==> src/hdl/hdtx_defs.svh <==
`ifndef HDTX_DEFS_SVH
`define HDTX_DEFS_SVH
`define HDTX_REG_CFG 4'h0
`define HDTX_REG_UPPER 4'h1
`define HDTX_REG_LOWER 4'h2
`define HDTX_REG_DATA 4'h3
`define HDTX_REG_LAST 4'h4
`define HDTX_REG_STATUS 4'h5
`define HDTX_REG_DEPTH 4'h6
`define HDTX_REG_PERF0 4'h7
`define HDTX_REG_PERF1 4'h8
`define HDTX_CFG_EN 0
`define HDTX_CFG_CRC 1
`define HDTX_CFG_THR 2
`define HDTX_CFG_ABORT 3
`define HDTX_CFG_PERF 4
`define HDTX_CFG_FDL 5
`define HDTX_STS_UDR 0
`define HDTX_STS_LOW 1
`define HDTX_STS_FULL 2
`define HDTX_CFG_RST 8'h00
`define HDTX_UPPER_RST 8'h40
`define HDTX_LOWER_RST 8'h10
`define HDTX_PERF_RST 8'h00
`define HDTX_FIFO_DEPTH 8'h80
`define HDTX_FLAG 8'h7e
`define HDTX_ABORT 8'hfe
`define HDTX_CRC_POLY 16'h8408
`define HDTX_CRC_INIT 16'hffff
`define HDTX_STUFF_ONES 3'h5
`define HDTX_CLK_HZ 25000000
`define HDTX_RPT_MS 1000
`define HDTX_RPT_CYC (`HDTX_RPT_MS * (`HDTX_CLK_HZ / 1000))
`endif

==> src/hdl/hdtx_pkg.sv <==
`default_nettype none
package hdtx_pkg;
  typedef enum logic [2:0] {ST_FLAG, ST_DATA, ST_CRC, ST_RPT, ST_ABORT} hdtx_state_t;
  typedef struct packed {
    logic wr;
    logic [3:0] idx;
    logic [7:0] data;
  } hdtx_req_t;
endpackage
`default_nettype wire

==> src/hdl/hdtx_top.sv <==
`include "hdtx_defs.svh"
`default_nettype none

module hdtx_chan import hdtx_pkg::*; #(
  parameter bit IS_FIRST = 1'b0
) (
  input wire logic clk_sys,
  input wire logic rst_n,
  input wire hdtx_req_t req,
  input wire logic bit_en,
  input wire logic rpt_tick,
  output logic [7:0] rd_val,
  output logic tx_bit,
  output logic underrun_flag,
  output logic fifo_low
);
  // ****************************************
  // crc-ccitt, lsb first
  // ****************************************
  function automatic logic [15:0] crc_bit(input logic [15:0] c, input logic b);
    crc_bit = (c >> 1) ^ (((c[0] ^ b)) ? `HDTX_CRC_POLY : 16'h0000);
  endfunction

  logic [8:0] mem [0:127];
  logic [7:0] cfg_r, cfg_nxt, upper_r, upper_nxt, lower_r, lower_nxt;
  logic [7:0] perf0_r, perf0_nxt, perf1_r, perf1_nxt;
  logic [6:0] wp_r, wp_nxt, rp_r, rp_nxt;
  logic [7:0] cnt_r, cnt_nxt, pkt_r, pkt_nxt, sh_r, sh_nxt, hold_r, hold_nxt;
  logic [15:0] crc_r, crc_nxt;
  logic [2:0] bcnt_r, bcnt_nxt, ones_r, ones_nxt;
  hdtx_state_t st_r, st_nxt;
  logic eom_r, eom_nxt, idx_r, idx_nxt, burst_r, burst_nxt;
  logic pend_r, pend_nxt, tx_r, tx_nxt, udr_r, udr_nxt, low_r, low_nxt;
  logic push, pop, full, en, stuff_now, bnd, start, rpt_go, stuffed;

  assign en = cfg_r[`HDTX_CFG_EN];
  assign full = (cnt_r == `HDTX_FIFO_DEPTH);
  assign push = req.wr && !full &&
    (req.idx == `HDTX_REG_DATA || req.idx == `HDTX_REG_LAST);
  assign stuff_now = (ones_r == `HDTX_STUFF_ONES);
  assign bnd = en && bit_en && !stuff_now && (bcnt_r == 3'h7);
  assign stuffed = (st_r == ST_DATA) || (st_r == ST_CRC) || (st_r == ST_RPT);
  assign rpt_go = IS_FIRST && pend_r && cfg_r[`HDTX_CFG_PERF] && cfg_r[`HDTX_CFG_FDL];
  // threshold mode runs off the burst latch, default mode off whole packets or a full fifo
  assign start = cfg_r[`HDTX_CFG_THR] ? (burst_r || cnt_r >= upper_r)
    : (pkt_r != 8'h00 || full);

  // ****************************************
  // software registers
  // ****************************************
  always_comb begin
    cfg_nxt = cfg_r;
    upper_nxt = upper_r;
    lower_nxt = lower_r;
    perf0_nxt = perf0_r;
    perf1_nxt = perf1_r;
    if (req.wr) begin
      case (req.idx)
        `HDTX_REG_CFG: cfg_nxt = req.data;
        `HDTX_REG_UPPER: upper_nxt = req.data;
        `HDTX_REG_LOWER: lower_nxt = req.data;
        `HDTX_REG_PERF0: perf0_nxt = req.data;
        `HDTX_REG_PERF1: perf1_nxt = req.data;
        default: ;
      endcase
    end
    low_nxt = cfg_r[`HDTX_CFG_THR] && (cnt_r < lower_r);
    case (req.idx)
      `HDTX_REG_CFG: rd_val = cfg_r;
      `HDTX_REG_UPPER: rd_val = upper_r;
      `HDTX_REG_LOWER: rd_val = lower_r;
      `HDTX_REG_STATUS: rd_val = {5'h00, full, low_r, udr_r};
      `HDTX_REG_DEPTH: rd_val = cnt_r;
      `HDTX_REG_PERF0: rd_val = perf0_r;
      `HDTX_REG_PERF1: rd_val = perf1_r;
      default: rd_val = 8'h00;
    endcase
  end

  // ****************************************
  // bit engine and frame sequencing
  // ****************************************
  always_comb begin
    st_nxt = st_r;
    sh_nxt = sh_r;
    bcnt_nxt = bcnt_r;
    ones_nxt = ones_r;
    crc_nxt = crc_r;
    eom_nxt = eom_r;
    idx_nxt = idx_r;
    tx_nxt = tx_r;
    pop = 1'b0;
    udr_nxt = udr_r;
    // clear sits ahead of the event logic so a fresh underrun wins
    if (req.wr && req.idx == `HDTX_REG_STATUS && req.data[`HDTX_STS_UDR])
      udr_nxt = 1'b0;
    pend_nxt = pend_r;
    burst_nxt = burst_r;
    if (cnt_r >= upper_r) burst_nxt = 1'b1;
    if (!en) begin
      // disabled line idles at mark, restarts on a flag boundary
      st_nxt = ST_FLAG;
      sh_nxt = `HDTX_FLAG;
      bcnt_nxt = 3'h0;
      ones_nxt = 3'h0;
      tx_nxt = 1'b1;
    end else if (bit_en && stuff_now) begin
      tx_nxt = 1'b0;
      ones_nxt = 3'h0;
    end else if (bit_en) begin
      tx_nxt = sh_r[0];
      sh_nxt = {1'b0, sh_r[7:1]};
      bcnt_nxt = bcnt_r + 3'h1;
      ones_nxt = (stuffed && sh_r[0]) ? ones_r + 3'h1 : 3'h0;
      if (st_r == ST_DATA || st_r == ST_RPT) crc_nxt = crc_bit(crc_r, sh_r[0]);
    end
    if (bnd) begin
      if (cfg_r[`HDTX_CFG_ABORT]) begin
        st_nxt = ST_ABORT;
        sh_nxt = `HDTX_ABORT;
      end else begin
        case (st_r)
          ST_DATA: begin
            if (eom_r) begin
              if (cnt_r < upper_r && hold_r == 8'h00) burst_nxt = 1'b0;
              st_nxt = cfg_r[`HDTX_CFG_CRC] ? ST_CRC : ST_FLAG;
              sh_nxt = cfg_r[`HDTX_CFG_CRC] ? ~crc_nxt[7:0] : `HDTX_FLAG;
              idx_nxt = 1'b0;
            end else if (cnt_r == 8'h00) begin
              st_nxt = ST_ABORT;
              sh_nxt = `HDTX_ABORT;
              udr_nxt = 1'b1;
            end else begin
              pop = 1'b1;
              sh_nxt = mem[rp_r][7:0];
              eom_nxt = mem[rp_r][8];
            end
          end
          ST_RPT: begin
            if (!idx_r) begin
              idx_nxt = 1'b1;
              sh_nxt = perf1_r;
            end else begin
              st_nxt = ST_CRC;
              idx_nxt = 1'b0;
              sh_nxt = ~crc_nxt[7:0];
            end
          end
          ST_CRC: begin
            if (!idx_r) begin
              idx_nxt = 1'b1;
              sh_nxt = ~crc_r[15:8];
            end else begin
              st_nxt = ST_FLAG;
              sh_nxt = `HDTX_FLAG;
            end
          end
          default: begin
            // report chosen only between frames, so it never cuts a packet
            if (rpt_go) begin
              st_nxt = ST_RPT;
              sh_nxt = perf0_r;
              idx_nxt = 1'b0;
              pend_nxt = 1'b0;
              crc_nxt = `HDTX_CRC_INIT;
            end else if (start && cnt_r != 8'h00) begin
              st_nxt = ST_DATA;
              pop = 1'b1;
              sh_nxt = mem[rp_r][7:0];
              eom_nxt = mem[rp_r][8];
              crc_nxt = `HDTX_CRC_INIT;
            end else begin
              st_nxt = ST_FLAG;
              sh_nxt = `HDTX_FLAG;
            end
          end
        endcase
      end
    end
    if (rpt_tick) pend_nxt = 1'b1;
    wp_nxt = push ? wp_r + 7'h01 : wp_r;
    rp_nxt = pop ? rp_r + 7'h01 : rp_r;
    cnt_nxt = cnt_r + {7'h00, push} - {7'h00, pop};
    pkt_nxt = pkt_r + {7'h00, push && req.idx == `HDTX_REG_LAST}
      - {7'h00, pop && mem[rp_r][8]};
    // bytes still queued up to the last one pushed at or above the upper level
    hold_nxt = (pop && hold_r != 8'h00) ? hold_r - 8'h01 : hold_r;
    if (push && cnt_nxt >= upper_r) hold_nxt = cnt_nxt;
  end

  always_ff @(posedge clk_sys) begin
    if (push) mem[wp_r] <= {req.idx == `HDTX_REG_LAST, req.data};
  end

  always_ff @(posedge clk_sys or negedge rst_n) begin
    if (!rst_n) begin
      cfg_r <= `HDTX_CFG_RST;
      upper_r <= `HDTX_UPPER_RST;
      lower_r <= `HDTX_LOWER_RST;
      perf0_r <= `HDTX_PERF_RST;
      perf1_r <= `HDTX_PERF_RST;
      wp_r <= 7'h00;
      rp_r <= 7'h00;
      cnt_r <= 8'h00;
      pkt_r <= 8'h00;
      hold_r <= 8'h00;
      sh_r <= `HDTX_FLAG;
      crc_r <= `HDTX_CRC_INIT;
      bcnt_r <= 3'h0;
      ones_r <= 3'h0;
      st_r <= ST_FLAG;
      eom_r <= 1'b0;
      idx_r <= 1'b0;
      burst_r <= 1'b0;
      pend_r <= 1'b0;
      tx_r <= 1'b1;
      udr_r <= 1'b0;
      low_r <= 1'b0;
    end else begin
      cfg_r <= cfg_nxt;
      upper_r <= upper_nxt;
      lower_r <= lower_nxt;
      perf0_r <= perf0_nxt;
      perf1_r <= perf1_nxt;
      wp_r <= wp_nxt;
      rp_r <= rp_nxt;
      cnt_r <= cnt_nxt;
      pkt_r <= pkt_nxt;
      hold_r <= hold_nxt;
      sh_r <= sh_nxt;
      crc_r <= crc_nxt;
      bcnt_r <= bcnt_nxt;
      ones_r <= ones_nxt;
      st_r <= st_nxt;
      eom_r <= eom_nxt;
      idx_r <= idx_nxt;
      burst_r <= burst_nxt;
      pend_r <= pend_nxt;
      tx_r <= tx_nxt;
      udr_r <= udr_nxt;
      low_r <= low_nxt;
    end
  end

  assign tx_bit = tx_r;
  assign underrun_flag = udr_r;
  assign fifo_low = low_r;
endmodule // hdtx_chan

module hdtx_top import hdtx_pkg::*; #(
  parameter int unsigned RPT_CYC = `HDTX_RPT_CYC
) (
  input wire logic clk_sys,
  input wire logic rst_n,
  input wire logic [5:0] addr,
  input wire logic [7:0] wdata,
  input wire logic wr_stb,
  input wire logic rd_stb,
  output logic [7:0] rdata,
  input wire logic [2:0] bit_en,
  output logic [2:0] tx_bit,
  output logic [2:0] underrun_flag,
  output logic [2:0] fifo_low
);
  logic [7:0] rd_val [0:2];
  logic [7:0] rdata_r, rdata_nxt;
  logic [24:0] tick_r, tick_nxt;
  logic tick_p_r, tick_p_nxt;

  // ****************************************
  // one-second report tick
  // ****************************************
  always_comb begin
    tick_p_nxt = (tick_r == 25'(RPT_CYC - 1));
    tick_nxt = tick_p_nxt ? 25'h0 : tick_r + 25'h1;
    rdata_nxt = (rd_stb && addr[5:4] != 2'h3) ? rd_val[addr[5:4]] : 8'h00;
  end

  always_ff @(posedge clk_sys or negedge rst_n) begin
    if (!rst_n) begin
      tick_r <= 25'h0;
      tick_p_r <= 1'b0;
      rdata_r <= 8'h00;
    end else begin
      tick_r <= tick_nxt;
      tick_p_r <= tick_p_nxt;
      rdata_r <= rdata_nxt;
    end
  end
  assign rdata = rdata_r;

  for (genvar i = 0; i < 3; i++) begin : g_ch
    hdtx_chan #(.IS_FIRST(i == 0)) u_ch (
      .clk_sys(clk_sys),
      .rst_n(rst_n),
      .req('{wr: wr_stb && addr[5:4] == 2'(i), idx: addr[3:0], data: wdata}),
      .bit_en(bit_en[i]),
      .rpt_tick(tick_p_r),
      .rd_val(rd_val[i]),
      .tx_bit(tx_bit[i]),
      .underrun_flag(underrun_flag[i]),
      .fifo_low(fifo_low[i])
    );
  end
endmodule // hdtx_top
`default_nettype wire
==> config.mk <==
export PLATFORM = sky130hd
export DESIGN_NAME = hdtx_top
export DESIGN_NICKNAME = d
export VERILOG_FILES = /design/src/hdl/hdtx_pkg.sv /design/src/hdl/hdtx_top.sv
export VERILOG_INCLUDE_DIRS = /design/src /design/src/hdl
export SDC_FILE = /design/constraint.sdc
export NUM_CORES = 2
export LEC_CHECK = 0
export BUFFER_PORTS_ARGS = -buffer_cell sky130_fd_sc_hd__buf_2
export CORE_MARGIN = 8
export CORE_UTILIZATION = 35
export CTS_CLUSTER_DIAMETER = 50
export DETAILED_ROUTE_END_ITERATION = 16
export GPL_TIMING_DRIVEN = 0
export PLACE_DENSITY = 0.57
export SYNTH_ARGS = -nofsm -noshare
export SYNTH_HDL_FRONTEND = slang
export SYNTH_SLANG_ARGS = --single-unit
==> constraint.sdc <==
create_clock -name clk_sys -period 5.8 [get_ports clk_sys]
set_clock_uncertainty 0.05 [all_clocks]
set_input_delay 1.16 -clock clk_sys [delete_from_list [all_inputs] [get_ports clk_sys]]
set_output_delay 1.16 -clock clk_sys [all_outputs]
set_load 0.01 [all_outputs]
### Word-level counts from Yosys, hierarchy flattened

Memories as Yosys holds them, arrays and structs flattened.
Index checks and enable logic that the tools add are counted.

| word-level totals | value |
|---|---|
| flip-flop bits (word level) | 386 |
| bits in writable memories | 3456 |
| memories | 3 |
| output and inout bits | 17 |

Memories:

| name | words | width | rd ports | clocked after memory_dff | write ports | RTL line | RTL |
|---|---|---|---|---|---|---|---|
| g_ch[0].u_ch.mem | 128 | 9 | 1 | 0 | 1 | hdtx_top.sv:24 | `logic [8:0] mem [0:127];` |
| g_ch[1].u_ch.mem | 128 | 9 | 1 | 0 | 1 | hdtx_top.sv:24 |  |
| g_ch[2].u_ch.mem | 128 | 9 | 1 | 0 | 1 | hdtx_top.sv:24 |  |

| cells by class | value |
|---|---|
| mux-type cells | 231 |
| bitwise operators | 19 |
| reduce and logical (&&, ||, !) cells | 138 |
| magnitude comparators | 13 |
| equality and inequality tests | 51 |
| add/subtract/negate cells | 28 |

Operator list:

| operator | number |
|---|---|
| 16-bit 2-to-1 mux | 28 |
| 8-bit 2-to-1 mux | 43 |
| 8-bit one-hot mux with 7 select lines | 3 |
| 3-bit 2-to-1 mux | 43 |
| 1-bit 2-to-1 mux | 94 |
| 8-bit one-hot mux with 3 select lines | 3 |
| 8-bit nonzero test | 9 |
| 1-bit logical AND | 54 |
| 8-bit by 1-bit adder with 8-bit output | 6 |
| 8-bit greater-or-equal comparator | 6 |
| 8-bit zero test | 6 |
| 8-bit < comparator | 6 |
| 8-bit NOT | 6 |
| 8-bit by 1-bit subtractor with 8-bit output | 6 |
| 15-bit by 16-bit bitwise XOR with 16-bit output | 3 |
| 7-bit by 1-bit adder with 7-bit output (second input constant) | 6 |
| 2-bit AND reduction | 21 |
| 3-bit inequality test (second input constant) | 9 |
| 3-bit one-hot mux with 3 select lines | 3 |
| 25-bit by 1-bit adder with 25-bit output (second input constant) | 1 |
| 25-bit equality test (second input constant) | 1 |
| 25-bit 2-to-1 mux | 1 |
| 8-bit equality test (second input constant) | 3 |
| 4-bit AND reduction | 6 |
| 31 further kinds | 113 |

### Longest topological paths before layout

| logic depth | value |
|---|---|
| depth after elaboration | 13 |
| gate-level depth with buffers | 25 |

### Cells and area by module

Synthesis repeated with hierarchy kept, for this count alone.

| second synthesis, totals | value |
|---|---|
| cell total of the unflattened synthesis | 8567 |
| area, all modules | 157284.6 um2 |

By module, submodules not included:

| module | cells an instance | area an instance (um2) | times used |
|---|---|---|---|
| hdtx_chan (g_ch[2].u_ch) | 2849 | 52044.9 | 1 |
| hdtx_chan (g_ch[0].u_ch) | 2842 | 51914.8 | 1 |
| hdtx_chan (g_ch[1].u_ch) | 2703 | 51585.7 | 1 |
| hdtx_top | 173 | 1739.2 | 1 |

### Worst setup path before layout

No wires, ideal clock.

| path | value |
|---|---|
| path kind | input-to-reg |
| start | in addr[2] |
| end | mem g_ch[0].u_ch.mem[0][8], data pin |
| cell stages on the path | 4 |
| buffers on the path | 1 |
| required time | 4.693 ns |
| data arrival time | 5.857 ns |
| slack | -1.164 ns |
| cell sequence | clkbuf_1 > nor2b_1 > nand2_1 > inv_1 |

| between the ends | value |
|---|---|
| cells in the longest elaborated chain, start to end | 1 |

Ends and longest elaborated chain:

| element | RTL line | RTL |
|---|---|---|
| start, declared | hdtx_top.sv:255 | `input wire logic [5:0] addr,` |
| 4-bit by 3-bit equality test with 1-bit output (no source line) | - |  |
| end, declared | hdtx_top.sv:24 |  |

No other way between the ends.

### Worst setup path in the final report

| path | value |
|---|---|
| start | reg g_ch[0].u_ch.rp_r[1] |
| end | reg g_ch[0].u_ch.sh_r[7] |

| between the ends | value |
|---|---|
| cells in the longest elaborated chain, start to end | 6 |
| elaborated cells on any way between the ends | 8 |

Ends and longest elaborated chain:

| element | RTL line | RTL |
|---|---|---|
| start, declared | hdtx_top.sv:27 | `logic [6:0] wp_r, wp_nxt, rp_r, rp_nxt;` |
| start signal, assigned | hdtx_top.sv:226 | `rp_r <= rp_nxt;` |
| memory read 128 x 9 bit * | - |  |
| 8-bit 2-to-1 mux (on tied branches) | hdtx_top.sv:166, hdtx_top.sv:129 |  |
| 8-bit 2-to-1 mux (on tied branches) | hdtx_top.sv:160, hdtx_top.sv:124 |  |
| 8-bit one-hot mux with 3 select lines * | hdtx_top.sv:122 | `case (st_r)` |
| 8-bit 2-to-1 mux * | hdtx_top.sv:118 | `` if (cfg_r[`HDTX_CFG_ABORT]) begin `` |
| 8-bit 2-to-1 mux * | hdtx_top.sv:117 | `if (bnd) begin` |
| end signal, assigned | hdtx_top.sv:207 | `` sh_r <= `HDTX_FLAG; `` |
| end signal, assigned | hdtx_top.sv:230 | `sh_r <= sh_nxt;` |
| end, declared | hdtx_top.sv:28 | `logic [7:0] cnt_r, cnt_nxt, pkt_r, pkt_nxt, sh_r, sh_nxt, hold_r, hold_nxt;` |

Every way passes the cells marked *; elsewhere a longest branch is shown, timed or not.
A chain may end at the register's enable or synchronous reset.

==> flow_summary.toml <==
[die]
die_w_um = 682
die_area_mm2 = 0.465
core-area_mm2 = 0.442
dieHeight_um = 682
io_pins = 38
initial_core_util_pct = 35.2
core.rowCount = 244

[global_route]
antenna_found_initial = 25
globalRouteTotalUtil_pct = 20.2
grt_overflow = 0
grt_pass1_vias = 83300
grt_pass1_wl_um = 666000
grt_max_degree = 163

[worst_setup_path]
worstPathCellList = "buf_2 > buf_2 > buf_1 > clkbuf_1 > mux2i_1 > o211ai_1 > o311ai_0 > a32oi_1 > a22oi_1 > o211ai_1 > o2bb2ai_1"
cp_slowest_cell = "clkbuf_1"
max_stage_delay_ps = 1100
cp.arrival_ps = 6830
cp-end-kind = "register"
crit_path_max_fanout = 10
critPathKind = "register to register"
required_ps = 6640
path_buf_inv = 4
critPathTopFamily = "buffers and inverters"
startpoint_type = "register"

[placed_design]
pre_cts_ws_ps = -1620
io_buffer_count = 35
dpl.hpwl_um = 311000
finalWeightedCongestion = 0.897

[yosys]
ys_types = 83
yosys-top-cells-count = "3,456 x edfxtp_1, 996 x mux4_2, 564 x nor2_1"
netlist_instances = 7949
yosysWarnings = 0
syn_area_mm2 = 0.155
synthArstFlopShare_pct = 10.0
syn_avg_cell_area_um2 = 19.5
synth-seq-cells = 3842
synthDominantAreaCellType = "edfxtp_1"
synthTopCellsByArea = "edfxtp_1 67%, mux4_2 14%, dfrtp_1 5.0%, nor2_1 1.4%, ha_1 1.3%"
ys.flop_type = "edfxtp_1"
synth_edf_count = 3456
ys_seq_area_share_pct = 73.1
syn-num-nets = 8139
synth_most_common_cell = "edfxtp_1"
synth_top_area_share_pct = 66.8

[layout]
largest_reg_flops = 3456
final_layout_size_suffix_gt1_share_pct = 25.1
area_growth_pct = 14.7
largestRegisters = "g_ch.u_ch.mem x3456, g_ch.u_ch.crc_r x48, tick_r x25"
nets = 8643
top_register = "g_ch.u_ch.mem"
final_util_pct = 40.3

[sta]
worstMarginPinSlew_ps = 1560
fin_crit_sh_pct = 103
slew_viol_final = 55
setup_violations = 1
max_freq_mhz = 167
maxSlewHeadroom_pct = -4.16
holdWs_ps = 153
final_hold_viol_count = 0
final.min_clock_period_ps = 6000
setup_ws_ps = -198

[routing]
wire_per_inst_um = 32.7
dr_wl_met2_um = 228000
drc = 0
drt-met1-wl_um = 190000
routed_via_density = 5.71
wl_met3_um = 43300
first_pass_iters = 8
detail-route-antenna-nets = 0
via_count = 84100
wl_um = 482000
drt_iter0_markers = 11600
routed.top_layer = "met5"

[clock_tree]
clockBufferDepth = 4
cts-buffers-inserted = 424
htreeDepth = 5
cts_tree = "yes"
clk_latency_ps = 990
clock-sinks = 3842
clk_pin_slew_worst_paths_ps = 60
root_buffer = "clkbuf_16"

[job]
cap_viol_max_count = 6

[pwr]
power.density_mw_per_mm2 = 375
irDropWorstVdd_v = 0.000299
p_leak_nw = 55.9
power_mw = 66.9

[status]
status = "finished, violations left"
failed_checks = "capacitance limit, slew limit, setup timing"

[hold_path]
hold_class = "primary input to async pin"
[per-stage QoR]
stage	cells	area, µm²	setup TNS [ps]
floorplan	7949	155000	0
global placement	13900	163000	-
detailed placement	13900	164000	-657760
CTS	14700	178000	0
global route	14700	178000	-405
finish	14700	178000	-198
[layer usage]
layer,global-route usage (%),vias up
met3,4.06,940
li1,-,33500
met1,27.1,45200
met2,32.6,4438
met4,7.73,12
met5,0,-
[placed cells by master (no fill, tap or decap), types with 87 or more instances in the layout]
cell type | netlist | final
nor2_1 | 564 | 559
clkinv_1 | 1 | 87
mux2i_1 | 165 | 162
mux2_2 | 163 | 163
nand2_1 | 272 | 271
a21oi_1 | 155 | 151
buf_2 | 88 | 113
edfxtp_1 | 3456 | 3456
inv_1 | 145 | 144
o21ai_0 | 135 | 134
ha_1 | 163 | 163
mux4_2 | 996 | 996
clkbuf_16 | 0 | 432
nand3_1 | 98 | 97
clkbuf_1 | 246 | 273
dfrtp_1 | 311 | 310
[power breakdown]
part / total [mW] / leakage (nW) / internal, mW / switching (mW)
registers: 31.2 / 35.3 / 30.7 / 0.511
clock network: 26.6 / 6.66 / 15.2 / 11.4
logic: 9.04 / 13.9 / 3.64 / 5.40
total: 66.9 / 55.9 / 49.6 / 17.3
[layout make-up]
cell class / instances / area, µm²
fillers: 39200 / 264000
flip-flops and latches: 3842 / 114000
multi-input cells: 3537 / 39600
clock buffers: 521 / 11200
well taps: 5904 / 7390
clock inverters: 269 / 2500
plain buffers: 414 / 2140
repair buffers: 87 / 1240
inverters: 147 / 556
diodes: 8 / 20.0
[cells by family after synthesis]
family | Yosys count | synth area share [%]
xor+xnor | 123 | 0.694
buf+inv | 570 | 1.58
mux | 1324 | 16.7
flops | 3842 | 73.1
compound gates | 679 | 2.94
simple gates | 1242 | 3.62
fa+ha+maj | 169 | 1.39
[path summary, 6_finish.rpt]
kind | end | slack, ps | cells after the start | from
hold / removal | g_ch[0].u_ch.rp_r[0] | 150 | 1 | rst_n
setup reg to reg | g_ch[0].u_ch.sh_r[7] | -200 | 11 | g_ch[0].u_ch.rp_r[1]
min in group clk_sys | tick_r[4] | 430 | 1 | tick_r[4]
hold reg to reg | tick_r[4] | 430 | 1 | tick_r[4]
setup / recovery | g_ch[0].u_ch.sh_r[7] | -200 | 11 | g_ch[0].u_ch.rp_r[1]
max in group asynchronous | g_ch[1].u_ch.ones_r[0] | 4000 | 3 | rst_n
[timing repair]
item                                    in CTS  in global routing
gates resized for setup                     71                 53
endpoints found under the setup margin     404                 41
pin swaps                                    3                  2
setup buffers                                5                  5
gates cloned                                 0                  0
hold buffers                                 0                  0
Power figures use the tool's default switching activity.
